### src/rtl/cps_pkg.sv
`default_nettype none
package cps_pkg;
    localparam int CPS_NUM_CORES = 4;
    localparam int CPS_CMD_W     = 3;
    // controller commands
    localparam logic [2:0] CPS_CMD_NONE      = 3'h0;
    localparam logic [2:0] CPS_CMD_CORE_DOWN = 3'h1;
    localparam logic [2:0] CPS_CMD_CORE_UP   = 3'h2;
    localparam logic [2:0] CPS_CMD_CLU_DOWN  = 3'h3;
    localparam logic [2:0] CPS_CMD_CLU_UP    = 3'h4;
    localparam logic [2:0] CPS_CMD_DORM_IN   = 3'h5;
    localparam logic [2:0] CPS_CMD_DORM_OUT  = 3'h6;
    // user port register offsets
    localparam logic [3:0] CPS_ADDR_CMD    = 4'h0;
    localparam logic [3:0] CPS_ADDR_STATUS = 4'h4;
    localparam logic [3:0] CPS_ADDR_FLAGS  = 4'h8;
    localparam int CPS_CMD_LSB  = 0;
    localparam int CPS_CORE_LSB = 4;
    localparam int CPS_CORE_W   = 2;
    localparam logic [7:0] CPS_SRST_DEFAULT = 8'h00;
endpackage : cps_pkg
`default_nettype wire

### src/rtl/cps_link_if.sv
`default_nettype none
interface cps_link_if #(parameter int N = cps_pkg::CPS_NUM_CORES);
    logic         clk;
    logic         rst_n;
    logic [N-1:0] core_wfi_idle_flag;
    logic [N-1:0] core_wfe_idle_flag;
    logic         shared_cache_idle_flag;
    logic         cluster_signal_event_out;
    logic         external_wake_event_in;
    logic [N-1:0] debug_powered_up;
    logic [N-1:0] core_poweron_reset_n;
    logic [N-1:0] level1_hw_reset_bypass;
    logic         shared_cache_reset_n;
    logic         shared_cache_hw_reset_bypass;
    logic         master_port_inactive_req;
    logic [N-1:0] core_clamp;
    logic         cluster_clamp;
    logic         ram_clamp;
    logic [N-1:0] core_supply_on;
    logic         scu_supply_on;
    logic         ram_supply_on;
    logic [N-1:0] core_power_good;
    logic         scu_power_good;
    logic         ram_power_good;
    modport cluster (
        input  clk, rst_n, external_wake_event_in, debug_powered_up, core_poweron_reset_n,
               level1_hw_reset_bypass, shared_cache_reset_n, shared_cache_hw_reset_bypass,
               master_port_inactive_req, core_clamp, cluster_clamp, ram_clamp,
               core_supply_on, scu_supply_on, ram_supply_on,
        output core_wfi_idle_flag, core_wfe_idle_flag, shared_cache_idle_flag,
               cluster_signal_event_out
    );
    modport controller (
        input  clk, rst_n, core_wfi_idle_flag, core_wfe_idle_flag, shared_cache_idle_flag,
               cluster_signal_event_out, core_power_good, scu_power_good, ram_power_good,
        output external_wake_event_in, debug_powered_up, core_poweron_reset_n,
               level1_hw_reset_bypass, shared_cache_reset_n, shared_cache_hw_reset_bypass,
               master_port_inactive_req, core_clamp, cluster_clamp, ram_clamp,
               core_supply_on, scu_supply_on, ram_supply_on
    );
endinterface : cps_link_if
`default_nettype wire

### src/rtl/cps_ctrl_end.sv
`default_nettype none
// power management controller: commands via a small register port
module cps_ctrl_end #(
    parameter int N = cps_pkg::CPS_NUM_CORES
) (
    cps_link_if.controller lnk,
    input  wire logic        i_sys_clk,
    input  wire logic        i_rst_n,
    input  wire logic [3:0]  i_addr,
    input  wire logic [7:0]  i_wdata,
    input  wire logic        i_wr,
    input  wire logic        i_rd,
    input  wire logic        i_event,     // request an external wake event
    output logic [7:0]       o_rdata,
    output logic             o_busy
);
    typedef enum logic [7:0] {
        CPS_IDLE  = 8'h01, CPS_WAITI = 8'h02, CPS_STEP1 = 8'h04, CPS_STEP2 = 8'h08,
        CPS_STEP3 = 8'h10, CPS_STEP4 = 8'h20, CPS_STEP5 = 8'h40, CPS_DONE  = 8'h80
    } cps_st_t;

    typedef struct packed {
        cps_st_t      st;
        logic [2:0]   cmd;
        logic [1:0]   core;
        logic [N-1:0] dbg, por_n, l1byp, clamp, sup;
        logic         l2rst_n, l2byp, inact, cclamp, rclamp, ssup, rsup;
        logic         evi;
        logic [7:0]   rdata;
        logic [N-1:0] wfi_s1, wfi_s2;
        logic         l2i_s1, l2i_s2, pgs_s1, pgs_s2, pgr_s1, pgr_s2;
        logic [N-1:0] pgc_s1, pgc_s2;
        logic         busy;
    } cps_ct_state_t;

    cps_ct_state_t s_reg, s_next;
    logic [N-1:0]  sel;
    logic [N-1:0]  nonlead;
    logic          core_pg_ok;

    function automatic logic [N-1:0] onehot(input logic [1:0] idx);
        onehot = '0;
        onehot[idx] = 1'b1;
    endfunction : onehot

    assign sel        = onehot(s_reg.core);
    assign nonlead    = ~onehot(2'h0);
    assign core_pg_ok = (s_reg.pgc_s2 & sel) == sel;

    always_comb begin
        s_next        = s_reg;
        // two flops on the wfi, cache idle and power-good flags arriving from the cluster and supplies
        s_next.wfi_s1 = lnk.core_wfi_idle_flag;
        s_next.wfi_s2 = s_reg.wfi_s1;
        s_next.l2i_s1 = lnk.shared_cache_idle_flag;
        s_next.l2i_s2 = s_reg.l2i_s1;
        s_next.pgc_s1 = lnk.core_power_good;
        s_next.pgc_s2 = s_reg.pgc_s1;
        s_next.pgs_s1 = lnk.scu_power_good;
        s_next.pgs_s2 = s_reg.pgs_s1;
        s_next.pgr_s1 = lnk.ram_power_good;
        s_next.pgr_s2 = s_reg.pgr_s1;
        s_next.evi    = i_event;
        s_next.rdata  = '0;
        if (i_rd) begin
            case (i_addr)
                cps_pkg::CPS_ADDR_STATUS: s_next.rdata = s_reg.st;
                cps_pkg::CPS_ADDR_FLAGS:  s_next.rdata = {3'h0, s_reg.l2i_s2, s_reg.wfi_s2};
                cps_pkg::CPS_ADDR_CMD:    s_next.rdata = {2'h0, s_reg.core, 1'b0, s_reg.cmd};
                default:                  s_next.rdata = '0;
            endcase
        end
        case (s_reg.st)
            CPS_IDLE: begin
                if (i_wr && i_addr == cps_pkg::CPS_ADDR_CMD
                        && i_wdata[cps_pkg::CPS_CMD_LSB +: cps_pkg::CPS_CMD_W]
                           != cps_pkg::CPS_CMD_NONE) begin
                    s_next.cmd  = i_wdata[cps_pkg::CPS_CMD_LSB +: cps_pkg::CPS_CMD_W];
                    s_next.core = i_wdata[cps_pkg::CPS_CORE_LSB +: cps_pkg::CPS_CORE_W];
                    s_next.st   = CPS_WAITI;
                end
            end
            CPS_WAITI: begin
                case (s_reg.cmd)
                    cps_pkg::CPS_CMD_CORE_DOWN:
                        if (s_reg.wfi_s2[s_reg.core]) s_next.st = CPS_STEP1;
                    cps_pkg::CPS_CMD_CLU_DOWN:
                        // non-lead cores must already be off
                        if ((s_reg.sup & nonlead) == '0 && s_reg.wfi_s2[0]) begin
                            s_next.st = CPS_STEP1;
                        end
                    cps_pkg::CPS_CMD_DORM_IN:
                        if (&s_reg.wfi_s2) s_next.st = CPS_STEP1;
                    default: s_next.st = CPS_STEP1;
                endcase
            end
            CPS_STEP1: begin
                s_next.st = CPS_STEP2;
                case (s_reg.cmd)
                    cps_pkg::CPS_CMD_CORE_DOWN: s_next.dbg = s_reg.dbg & ~sel;
                    cps_pkg::CPS_CMD_CORE_UP: begin
                        s_next.por_n = s_reg.por_n & ~sel;
                        s_next.l1byp = s_reg.l1byp & ~sel;
                        s_next.dbg   = s_reg.dbg & ~sel;
                    end
                    cps_pkg::CPS_CMD_CLU_DOWN: s_next.dbg = '0;
                    cps_pkg::CPS_CMD_DORM_IN: s_next.inact = 1'b1;
                    cps_pkg::CPS_CMD_CLU_UP: begin
                        s_next.por_n = '0;
                        s_next.l1byp = '0;
                        s_next.l2rst_n = 1'b0;
                        s_next.l2byp = 1'b0;
                    end
                    default: begin
                        s_next.por_n = '0;
                        s_next.l2rst_n = 1'b0;
                        s_next.l2byp = 1'b1;
                    end
                endcase
            end
            CPS_STEP2: begin
                s_next.st = CPS_STEP3;
                case (s_reg.cmd)
                    cps_pkg::CPS_CMD_CORE_DOWN: s_next.clamp = s_reg.clamp | sel;
                    cps_pkg::CPS_CMD_CORE_UP:   s_next.sup = s_reg.sup | sel;
                    // lead core clamps only after its debug fence has landed
                    cps_pkg::CPS_CMD_CLU_DOWN: begin
                        s_next.clamp = '1;
                        s_next.inact = 1'b1;
                        if (!s_reg.l2i_s2) s_next.st = CPS_STEP2;
                    end
                    cps_pkg::CPS_CMD_DORM_IN:
                        if (!s_reg.l2i_s2) s_next.st = CPS_STEP2;
                    default: begin
                        s_next.sup  = '1;
                        s_next.ssup = 1'b1;
                        s_next.rsup = 1'b1;
                    end
                endcase
            end
            CPS_STEP3: begin
                s_next.st = CPS_STEP4;
                case (s_reg.cmd)
                    cps_pkg::CPS_CMD_CORE_DOWN: s_next.sup = s_reg.sup & ~sel;
                    cps_pkg::CPS_CMD_CORE_UP:
                        if (core_pg_ok) s_next.clamp = s_reg.clamp & ~sel;
                        else s_next.st = CPS_STEP3;
                    cps_pkg::CPS_CMD_CLU_DOWN: s_next.cclamp = 1'b1;
                    cps_pkg::CPS_CMD_DORM_IN:  s_next.rclamp = 1'b1;
                    default:
                        if ((&s_reg.pgc_s2) && s_reg.pgs_s2 && s_reg.pgr_s2) begin
                            s_next.clamp  = '0;
                            s_next.cclamp = 1'b0;
                            s_next.rclamp = 1'b0;
                        end else begin
                            s_next.st = CPS_STEP3;
                        end
                endcase
            end
            CPS_STEP4: begin
                s_next.st = CPS_STEP5;
                case (s_reg.cmd)
                    cps_pkg::CPS_CMD_CLU_DOWN: begin
                        s_next.sup  = '0;
                        s_next.ssup = 1'b0;
                        s_next.rsup = 1'b0;
                    end
                    cps_pkg::CPS_CMD_DORM_IN: begin
                        s_next.sup  = '0;
                        s_next.ssup = 1'b0;
                    end
                    cps_pkg::CPS_CMD_CORE_UP: s_next.por_n = s_reg.por_n | sel;
                    cps_pkg::CPS_CMD_CORE_DOWN: ;
                    default: begin
                        s_next.por_n   = '1;
                        s_next.l2rst_n = 1'b1;
                    end
                endcase
            end
            CPS_STEP5: begin
                s_next.st = CPS_DONE;
                if (s_reg.cmd == cps_pkg::CPS_CMD_CORE_UP) begin
                    s_next.dbg = s_reg.dbg | sel;
                end else if (s_reg.cmd == cps_pkg::CPS_CMD_CLU_UP
                        || s_reg.cmd == cps_pkg::CPS_CMD_DORM_OUT) begin
                    s_next.dbg = '1;
                    if (!s_reg.l2i_s2) s_next.inact = 1'b0;
                    else s_next.st = CPS_STEP5;
                end
            end
            CPS_DONE: s_next.st = CPS_IDLE;
            default:  s_next.st = CPS_IDLE;
        endcase
        // busy is registered so the status output comes straight from a flop
        s_next.busy = s_next.st != CPS_IDLE;
    end

    // run state after reset: everything powered, unclamped, debug allowed
    always_ff @(posedge i_sys_clk) begin
        if (!i_rst_n) begin
            s_reg         <= '0;
            s_reg.st      <= CPS_IDLE;
            s_reg.dbg     <= '1;
            s_reg.por_n   <= '1;
            s_reg.sup     <= '1;
            s_reg.l2rst_n <= 1'b1;
            s_reg.ssup    <= 1'b1;
            s_reg.rsup    <= 1'b1;
        end else begin
            s_reg <= s_next;
        end
    end

    assign lnk.external_wake_event_in       = s_reg.evi;
    assign lnk.debug_powered_up             = s_reg.dbg;
    assign lnk.core_poweron_reset_n         = s_reg.por_n;
    assign lnk.level1_hw_reset_bypass       = s_reg.l1byp;
    assign lnk.shared_cache_reset_n         = s_reg.l2rst_n;
    assign lnk.shared_cache_hw_reset_bypass = s_reg.l2byp;
    assign lnk.master_port_inactive_req     = s_reg.inact;
    assign lnk.core_clamp                   = s_reg.clamp;
    assign lnk.cluster_clamp                = s_reg.cclamp;
    assign lnk.ram_clamp                    = s_reg.rclamp;
    assign lnk.core_supply_on               = s_reg.sup;
    assign lnk.scu_supply_on                = s_reg.ssup;
    assign lnk.ram_supply_on                = s_reg.rsup;
    assign o_rdata                          = s_reg.rdata;
    assign o_busy                           = s_reg.busy;
endmodule : cps_ctrl_end
`default_nettype wire

### src/flat_wrapper.sv
// flat-port wrapper written by rule: the top's interface ports become plain ports
module cps_ctrl_end_flat 
#(
    parameter int N = cps_pkg::CPS_NUM_CORES
)
  (i_sys_clk, i_rst_n, i_addr, i_wdata, i_wr, i_rd, i_event, o_rdata, o_busy, lnk_clk, lnk_rst_n, lnk_core_wfi_idle_flag, lnk_core_wfe_idle_flag, lnk_shared_cache_idle_flag, lnk_cluster_signal_event_out, lnk_core_power_good, lnk_scu_power_good, lnk_ram_power_good, lnk_external_wake_event_in, lnk_debug_powered_up, lnk_core_poweron_reset_n, lnk_level1_hw_reset_bypass, lnk_shared_cache_reset_n, lnk_shared_cache_hw_reset_bypass, lnk_master_port_inactive_req, lnk_core_clamp, lnk_cluster_clamp, lnk_ram_clamp, lnk_core_supply_on, lnk_scu_supply_on, lnk_ram_supply_on);
  cps_link_if #(.N(N)) lnk_i ();
  input  wire logic i_sys_clk;
  input  wire logic i_rst_n;
  input  wire logic [3:0] i_addr;
  input  wire logic [7:0] i_wdata;
  input  wire logic i_wr;
  input  wire logic i_rd;
  input  wire logic i_event;
  output logic [7:0] o_rdata;
  output logic o_busy;
  input wire logic [$bits(lnk_i.clk)-1:0] lnk_clk;
  input wire logic [$bits(lnk_i.rst_n)-1:0] lnk_rst_n;
  input wire logic [$bits(lnk_i.core_wfi_idle_flag)-1:0] lnk_core_wfi_idle_flag;
  input wire logic [$bits(lnk_i.core_wfe_idle_flag)-1:0] lnk_core_wfe_idle_flag;
  input wire logic [$bits(lnk_i.shared_cache_idle_flag)-1:0] lnk_shared_cache_idle_flag;
  input wire logic [$bits(lnk_i.cluster_signal_event_out)-1:0] lnk_cluster_signal_event_out;
  input wire logic [$bits(lnk_i.core_power_good)-1:0] lnk_core_power_good;
  input wire logic [$bits(lnk_i.scu_power_good)-1:0] lnk_scu_power_good;
  input wire logic [$bits(lnk_i.ram_power_good)-1:0] lnk_ram_power_good;
  output wire logic [$bits(lnk_i.external_wake_event_in)-1:0] lnk_external_wake_event_in;
  output wire logic [$bits(lnk_i.debug_powered_up)-1:0] lnk_debug_powered_up;
  output wire logic [$bits(lnk_i.core_poweron_reset_n)-1:0] lnk_core_poweron_reset_n;
  output wire logic [$bits(lnk_i.level1_hw_reset_bypass)-1:0] lnk_level1_hw_reset_bypass;
  output wire logic [$bits(lnk_i.shared_cache_reset_n)-1:0] lnk_shared_cache_reset_n;
  output wire logic [$bits(lnk_i.shared_cache_hw_reset_bypass)-1:0] lnk_shared_cache_hw_reset_bypass;
  output wire logic [$bits(lnk_i.master_port_inactive_req)-1:0] lnk_master_port_inactive_req;
  output wire logic [$bits(lnk_i.core_clamp)-1:0] lnk_core_clamp;
  output wire logic [$bits(lnk_i.cluster_clamp)-1:0] lnk_cluster_clamp;
  output wire logic [$bits(lnk_i.ram_clamp)-1:0] lnk_ram_clamp;
  output wire logic [$bits(lnk_i.core_supply_on)-1:0] lnk_core_supply_on;
  output wire logic [$bits(lnk_i.scu_supply_on)-1:0] lnk_scu_supply_on;
  output wire logic [$bits(lnk_i.ram_supply_on)-1:0] lnk_ram_supply_on;
  assign lnk_i.clk = lnk_clk;
  assign lnk_i.rst_n = lnk_rst_n;
  assign lnk_i.core_wfi_idle_flag = lnk_core_wfi_idle_flag;
  assign lnk_i.core_wfe_idle_flag = lnk_core_wfe_idle_flag;
  assign lnk_i.shared_cache_idle_flag = lnk_shared_cache_idle_flag;
  assign lnk_i.cluster_signal_event_out = lnk_cluster_signal_event_out;
  assign lnk_i.core_power_good = lnk_core_power_good;
  assign lnk_i.scu_power_good = lnk_scu_power_good;
  assign lnk_i.ram_power_good = lnk_ram_power_good;
  assign lnk_external_wake_event_in = lnk_i.external_wake_event_in;
  assign lnk_debug_powered_up = lnk_i.debug_powered_up;
  assign lnk_core_poweron_reset_n = lnk_i.core_poweron_reset_n;
  assign lnk_level1_hw_reset_bypass = lnk_i.level1_hw_reset_bypass;
  assign lnk_shared_cache_reset_n = lnk_i.shared_cache_reset_n;
  assign lnk_shared_cache_hw_reset_bypass = lnk_i.shared_cache_hw_reset_bypass;
  assign lnk_master_port_inactive_req = lnk_i.master_port_inactive_req;
  assign lnk_core_clamp = lnk_i.core_clamp;
  assign lnk_cluster_clamp = lnk_i.cluster_clamp;
  assign lnk_ram_clamp = lnk_i.ram_clamp;
  assign lnk_core_supply_on = lnk_i.core_supply_on;
  assign lnk_scu_supply_on = lnk_i.scu_supply_on;
  assign lnk_ram_supply_on = lnk_i.ram_supply_on;
  cps_ctrl_end #(.N(N)) u_core (.lnk(lnk_i), .i_sys_clk(i_sys_clk), .i_rst_n(i_rst_n), .i_addr(i_addr), .i_wdata(i_wdata), .i_wr(i_wr), .i_rd(i_rd), .i_event(i_event), .o_rdata(o_rdata), .o_busy(o_busy));
endmodule
### config.mk
export PLATFORM = sky130hd
export DESIGN_NAME = cps_ctrl_end_flat
export DESIGN_NICKNAME = d
export VERILOG_FILES = /design/src/rtl/cps_pkg.sv /design/src/rtl/cps_link_if.sv /design/src/rtl/cps_ctrl_end.sv /design/src/flat_wrapper.sv
export SDC_FILE = /design/constraint.sdc
export NUM_CORES = 1
export LEC_CHECK = 0
export ABC_AREA = 0
export BUFFER_PORTS_ARGS = -buffer_cell sky130_fd_sc_hd__buf_2
export CORE_MARGIN = 8
export CORE_UTILIZATION = 54
export CTS_CLUSTER_SIZE = 28
export DETAILED_ROUTE_END_ITERATION = 6
export GPL_ROUTABILITY_DRIVEN = 0
export MAX_ROUTING_LAYER = met4
export PLACE_DENSITY = 0.79
export SLEW_MARGIN = 40
export SYNTH_ARGS = -nofsm -noshare
export SYNTH_HDL_FRONTEND = slang
export SYNTH_SLANG_ARGS = --single-unit
### constraint.sdc
create_clock -name i_sys_clk -period 2.8 [get_ports i_sys_clk]
set_clock_uncertainty 0.05 [all_clocks]
set_input_delay 0 -clock i_sys_clk [delete_from_list [all_inputs] [get_ports i_sys_clk]]
set_output_delay 0 -clock i_sys_clk [all_outputs]
set_load 0.05 [all_outputs]
==> flow_summary.yaml <==
outcome:
  run_status: "completed"
sta:
  clock.fmax_mhz: 456
  hold_viol: 0
  tightestPinTransition_ns: 0.731
  finalSetupViolCount: 0
  fin_crit_ns: 2.19
  setup_slack_ns: 0.605
  slew-limit-headroom: 0.512
  fin_crit_sh: 0.784
  finalSetupTns_ns: 0
  slew_viol_final: 0
  rsz0062_at_grt: "no"
pwr:
  leakagePower_uw: 0.00155
  p_int_uw: 1670
  pwr-share-clk: 0.447
  ir_drop_mv: 0.371
  p_per_area_nw_per_um2: 548
  seqPwrFrac: 0.501
  combinationalPowerShare: 0.052
  p_sw_uw: 431
  switching_share: 0.205
clocking:
  cts_root_buf: "clkbuf_8"
  h-tree-depth: 3
  cts_hold_buf: 19
  clock_sinks: 72
  clk_latency_ns: 0.35
  cts_setup_buffers: 0
  clockBufferDepth: 2
  clkTransAtPathRegs_ns: 0.07
  cts_tree: "yes"
  cts-resized-gates: 0
  cts_made_buffers: 9
drt:
  drt_iter0_drc: 198
  routed_wl_um: 7850
  viasPerCell: 5.85
  postRouteAntennaNets: 0
  wire_per_inst_um: 15.9
  dr.pass1.iters: 5
  num_vias: 2895
  drc: 0
yosys:
  synthFlopType: "dfxtp_1"
  synth_area_leader_cell: "dfxtp_1"
  syn_avg_cell_area_um2: 8.94
  synth_commonest_cells: "72 x dfxtp_1, 36 x nor2_1, 28 x buf_4, 23 x and2_1, 23 x nand2_1"
  yosys.cell_types.count: 52
  synth_warnings: 0
  synth_top_area_share: 0.433
  syn-cell-area_um2: 3330
  yosys.cell_count.top_type: "dfxtp_1"
  seq_area_frac_synth: 0.433
  synth-edff-count: 0
  postSynthCellCount: 372
  ys_ff_latch: 72
  syn-num-nets: 407
  async_reset_ff_frac: 0
  synth.area.top_cells: "dfxtp_1 43%, buf_4 6.3%, and2_1 4.3%, nor2_1 4.1%, mux2i_1 3.9%"
floorplan:
  dieArea_um2: 8930
  num_io_pins: 72
  rows: 28
  coreArea_um2: 5920
  die_y_um: 94.5
  start_util: 0.562
  fp.dieW_um: 94.5
place:
  port_buffers: 61
  place_ws_ns: 0.655
  place_area_um2: 3410
  hpwl_um: 5370
setup_path:
  r2r-end: "u_core.lnk.master_port_inactive_req"
  r2r_slack_ns: 0.61
  end_kind: "register"
  path_common_cell: "or4_4"
  cp_cell_sequence: "or4_4 > or4_4 > o311a_1 > a41o_1"
  cpMaxStageDelayCell: "or4_4"
  crit_required_ns: 3.00
  r2r-start: "u_core.s_reg[65]"
  reg2reg_depth: 4
  worst_path_dominant_cell_family: "simple AND/OR/NAND/NOR gates"
  critPathKind: "reg -> reg"
  cp.buffers_inverters: 0
  cpPeakStageDelay_ns: 0.58
  arrival_ns: 2.39
  cp_max_fo: 7
  start_kind: "register"
final_layout:
  fin_area_um2: 3840
  syn_to_final_growth_pct: 15.4
  fin_nets: 450
  drive_above_1_share: 0.221
  diodes: 0
  largest_reg_flops: 24
hold_path:
  min_path_type: "in -> reg"
  holdPathEnd: "u_core.o_rdata[2]"
  hold_start: "i_rd"
  hold_depth: 3
global_routing:
  grtUsageTotal: 0.190
  grt_pass1_vias: 2807
  grt.overflow.total: 0
  antenna_found_initial: 0
  grt_pass1_wl_um: 13200
  grt_max_degree: 42
job:
  cap_violations: 0
-- cells by family after synthesis --
logic type,count (synthesis),share of synthesized area
mux,14,0.0459
compound gates,82,0.176
simple gates,141,0.225
buf+inv,60,0.112
xor+xnor,3,0.00790
flops,72,0.433
-- power groups by stage --
stage / Sequential [µW] / Combinational (µW) / Clock [µW]
after floorplan: 1070 / 59.8 / 0
after global placement: 1070 / 85.2 / 0
after detailed placement: 1080 / 87.0 / 0
after CTS: 1050 / 108 / 952
after global routing: 1050 / 119 / 1010
final: 1050 / 109 / 941
-- how the worst max path moves through the flow --
stage,start,endpoint,slack (ns),cells past startpoint
after floorplan,u_core.s_reg[64],u_core.lnk.master_port_inactive_req,0.72,5
after global placement,u_core.s_reg[65],u_core.lnk.master_port_inactive_req,0.69,4
after detailed placement,u_core.s_reg[65],u_core.lnk.master_port_inactive_req,0.65,4
after CTS,u_core.s_reg[65],u_core.lnk.master_port_inactive_req,0.63,4
after global routing,u_core.s_reg[67],u_core.lnk.core_clamp[2],0.46,4
final,u_core.s_reg[65],u_core.lnk.master_port_inactive_req,0.61,4
-- worst reg2reg max path, delay by kind of cell, from the launching register on --
kind	cells	cell delay [ns]
AO/OA/AOI/OAI	2	0.55
flip-flops	1	0.39
AND/OR/NAND/NOR	2	1.10
-- layout make-up --
type | instances | area, µm²
Tap cell | 75 | 93.8
Multi-Input combinational cell | 240 | 1510
Inverter | 7 | 26.3
Clock inverter | 2 | 60.1
Clock buffer | 14 | 173
Sequential cell | 72 | 1440
Timing Repair Buffer | 85 | 533
Fill cell | 519 | 2080
-- layout by cell type (no fill, tap or decap), types with 5 or more instances in the layout --
master	count
o211ai_1	10
o311a_1	5
nand3_1	9
dfxtp_1	72
nand2b_1	5
mux2i_1	13
a21oi_1	14
and3_1	5
dlygate4sd3_1	19
nor2b_1	5
and2_1	23
nor2_1	36
clkbuf_8	12
nand2_1	23
nor3_1	10
buf_4	5
o21ai_0	21
buf_2	61
inv_1	7
-- layer usage --
| metal | vias up | routed length, µm | share of wire | track usage |
|---|---|---|---|---|
| met3 | 21 | 641 | 0.082 | 0.0516 |
| met2 | 149 | 3700 | 0.47 | 0.290 |
| met5 | - | 0 | 0 | - |
| met4 | 0 | 189 | 0.024 | 0.0923 |
| met1 | 1346 | 3320 | 0.42 | 0.226 |
| li1 | 1379 | - | - | - |
-- metrics by stage --
stage,hold slack (ns),util,total power [µW],cells
after global placement,0.154,0.577,1160,460
after detailed placement,0.159,0.577,1160,460
final,0.0105,0.648,2100,495
after CTS,0.00720,0.648,2110,495
after floorplan,0.0773,-,1130,372
after global routing,0.0535,0.648,2180,495
(Power assumes the default switching activity.)
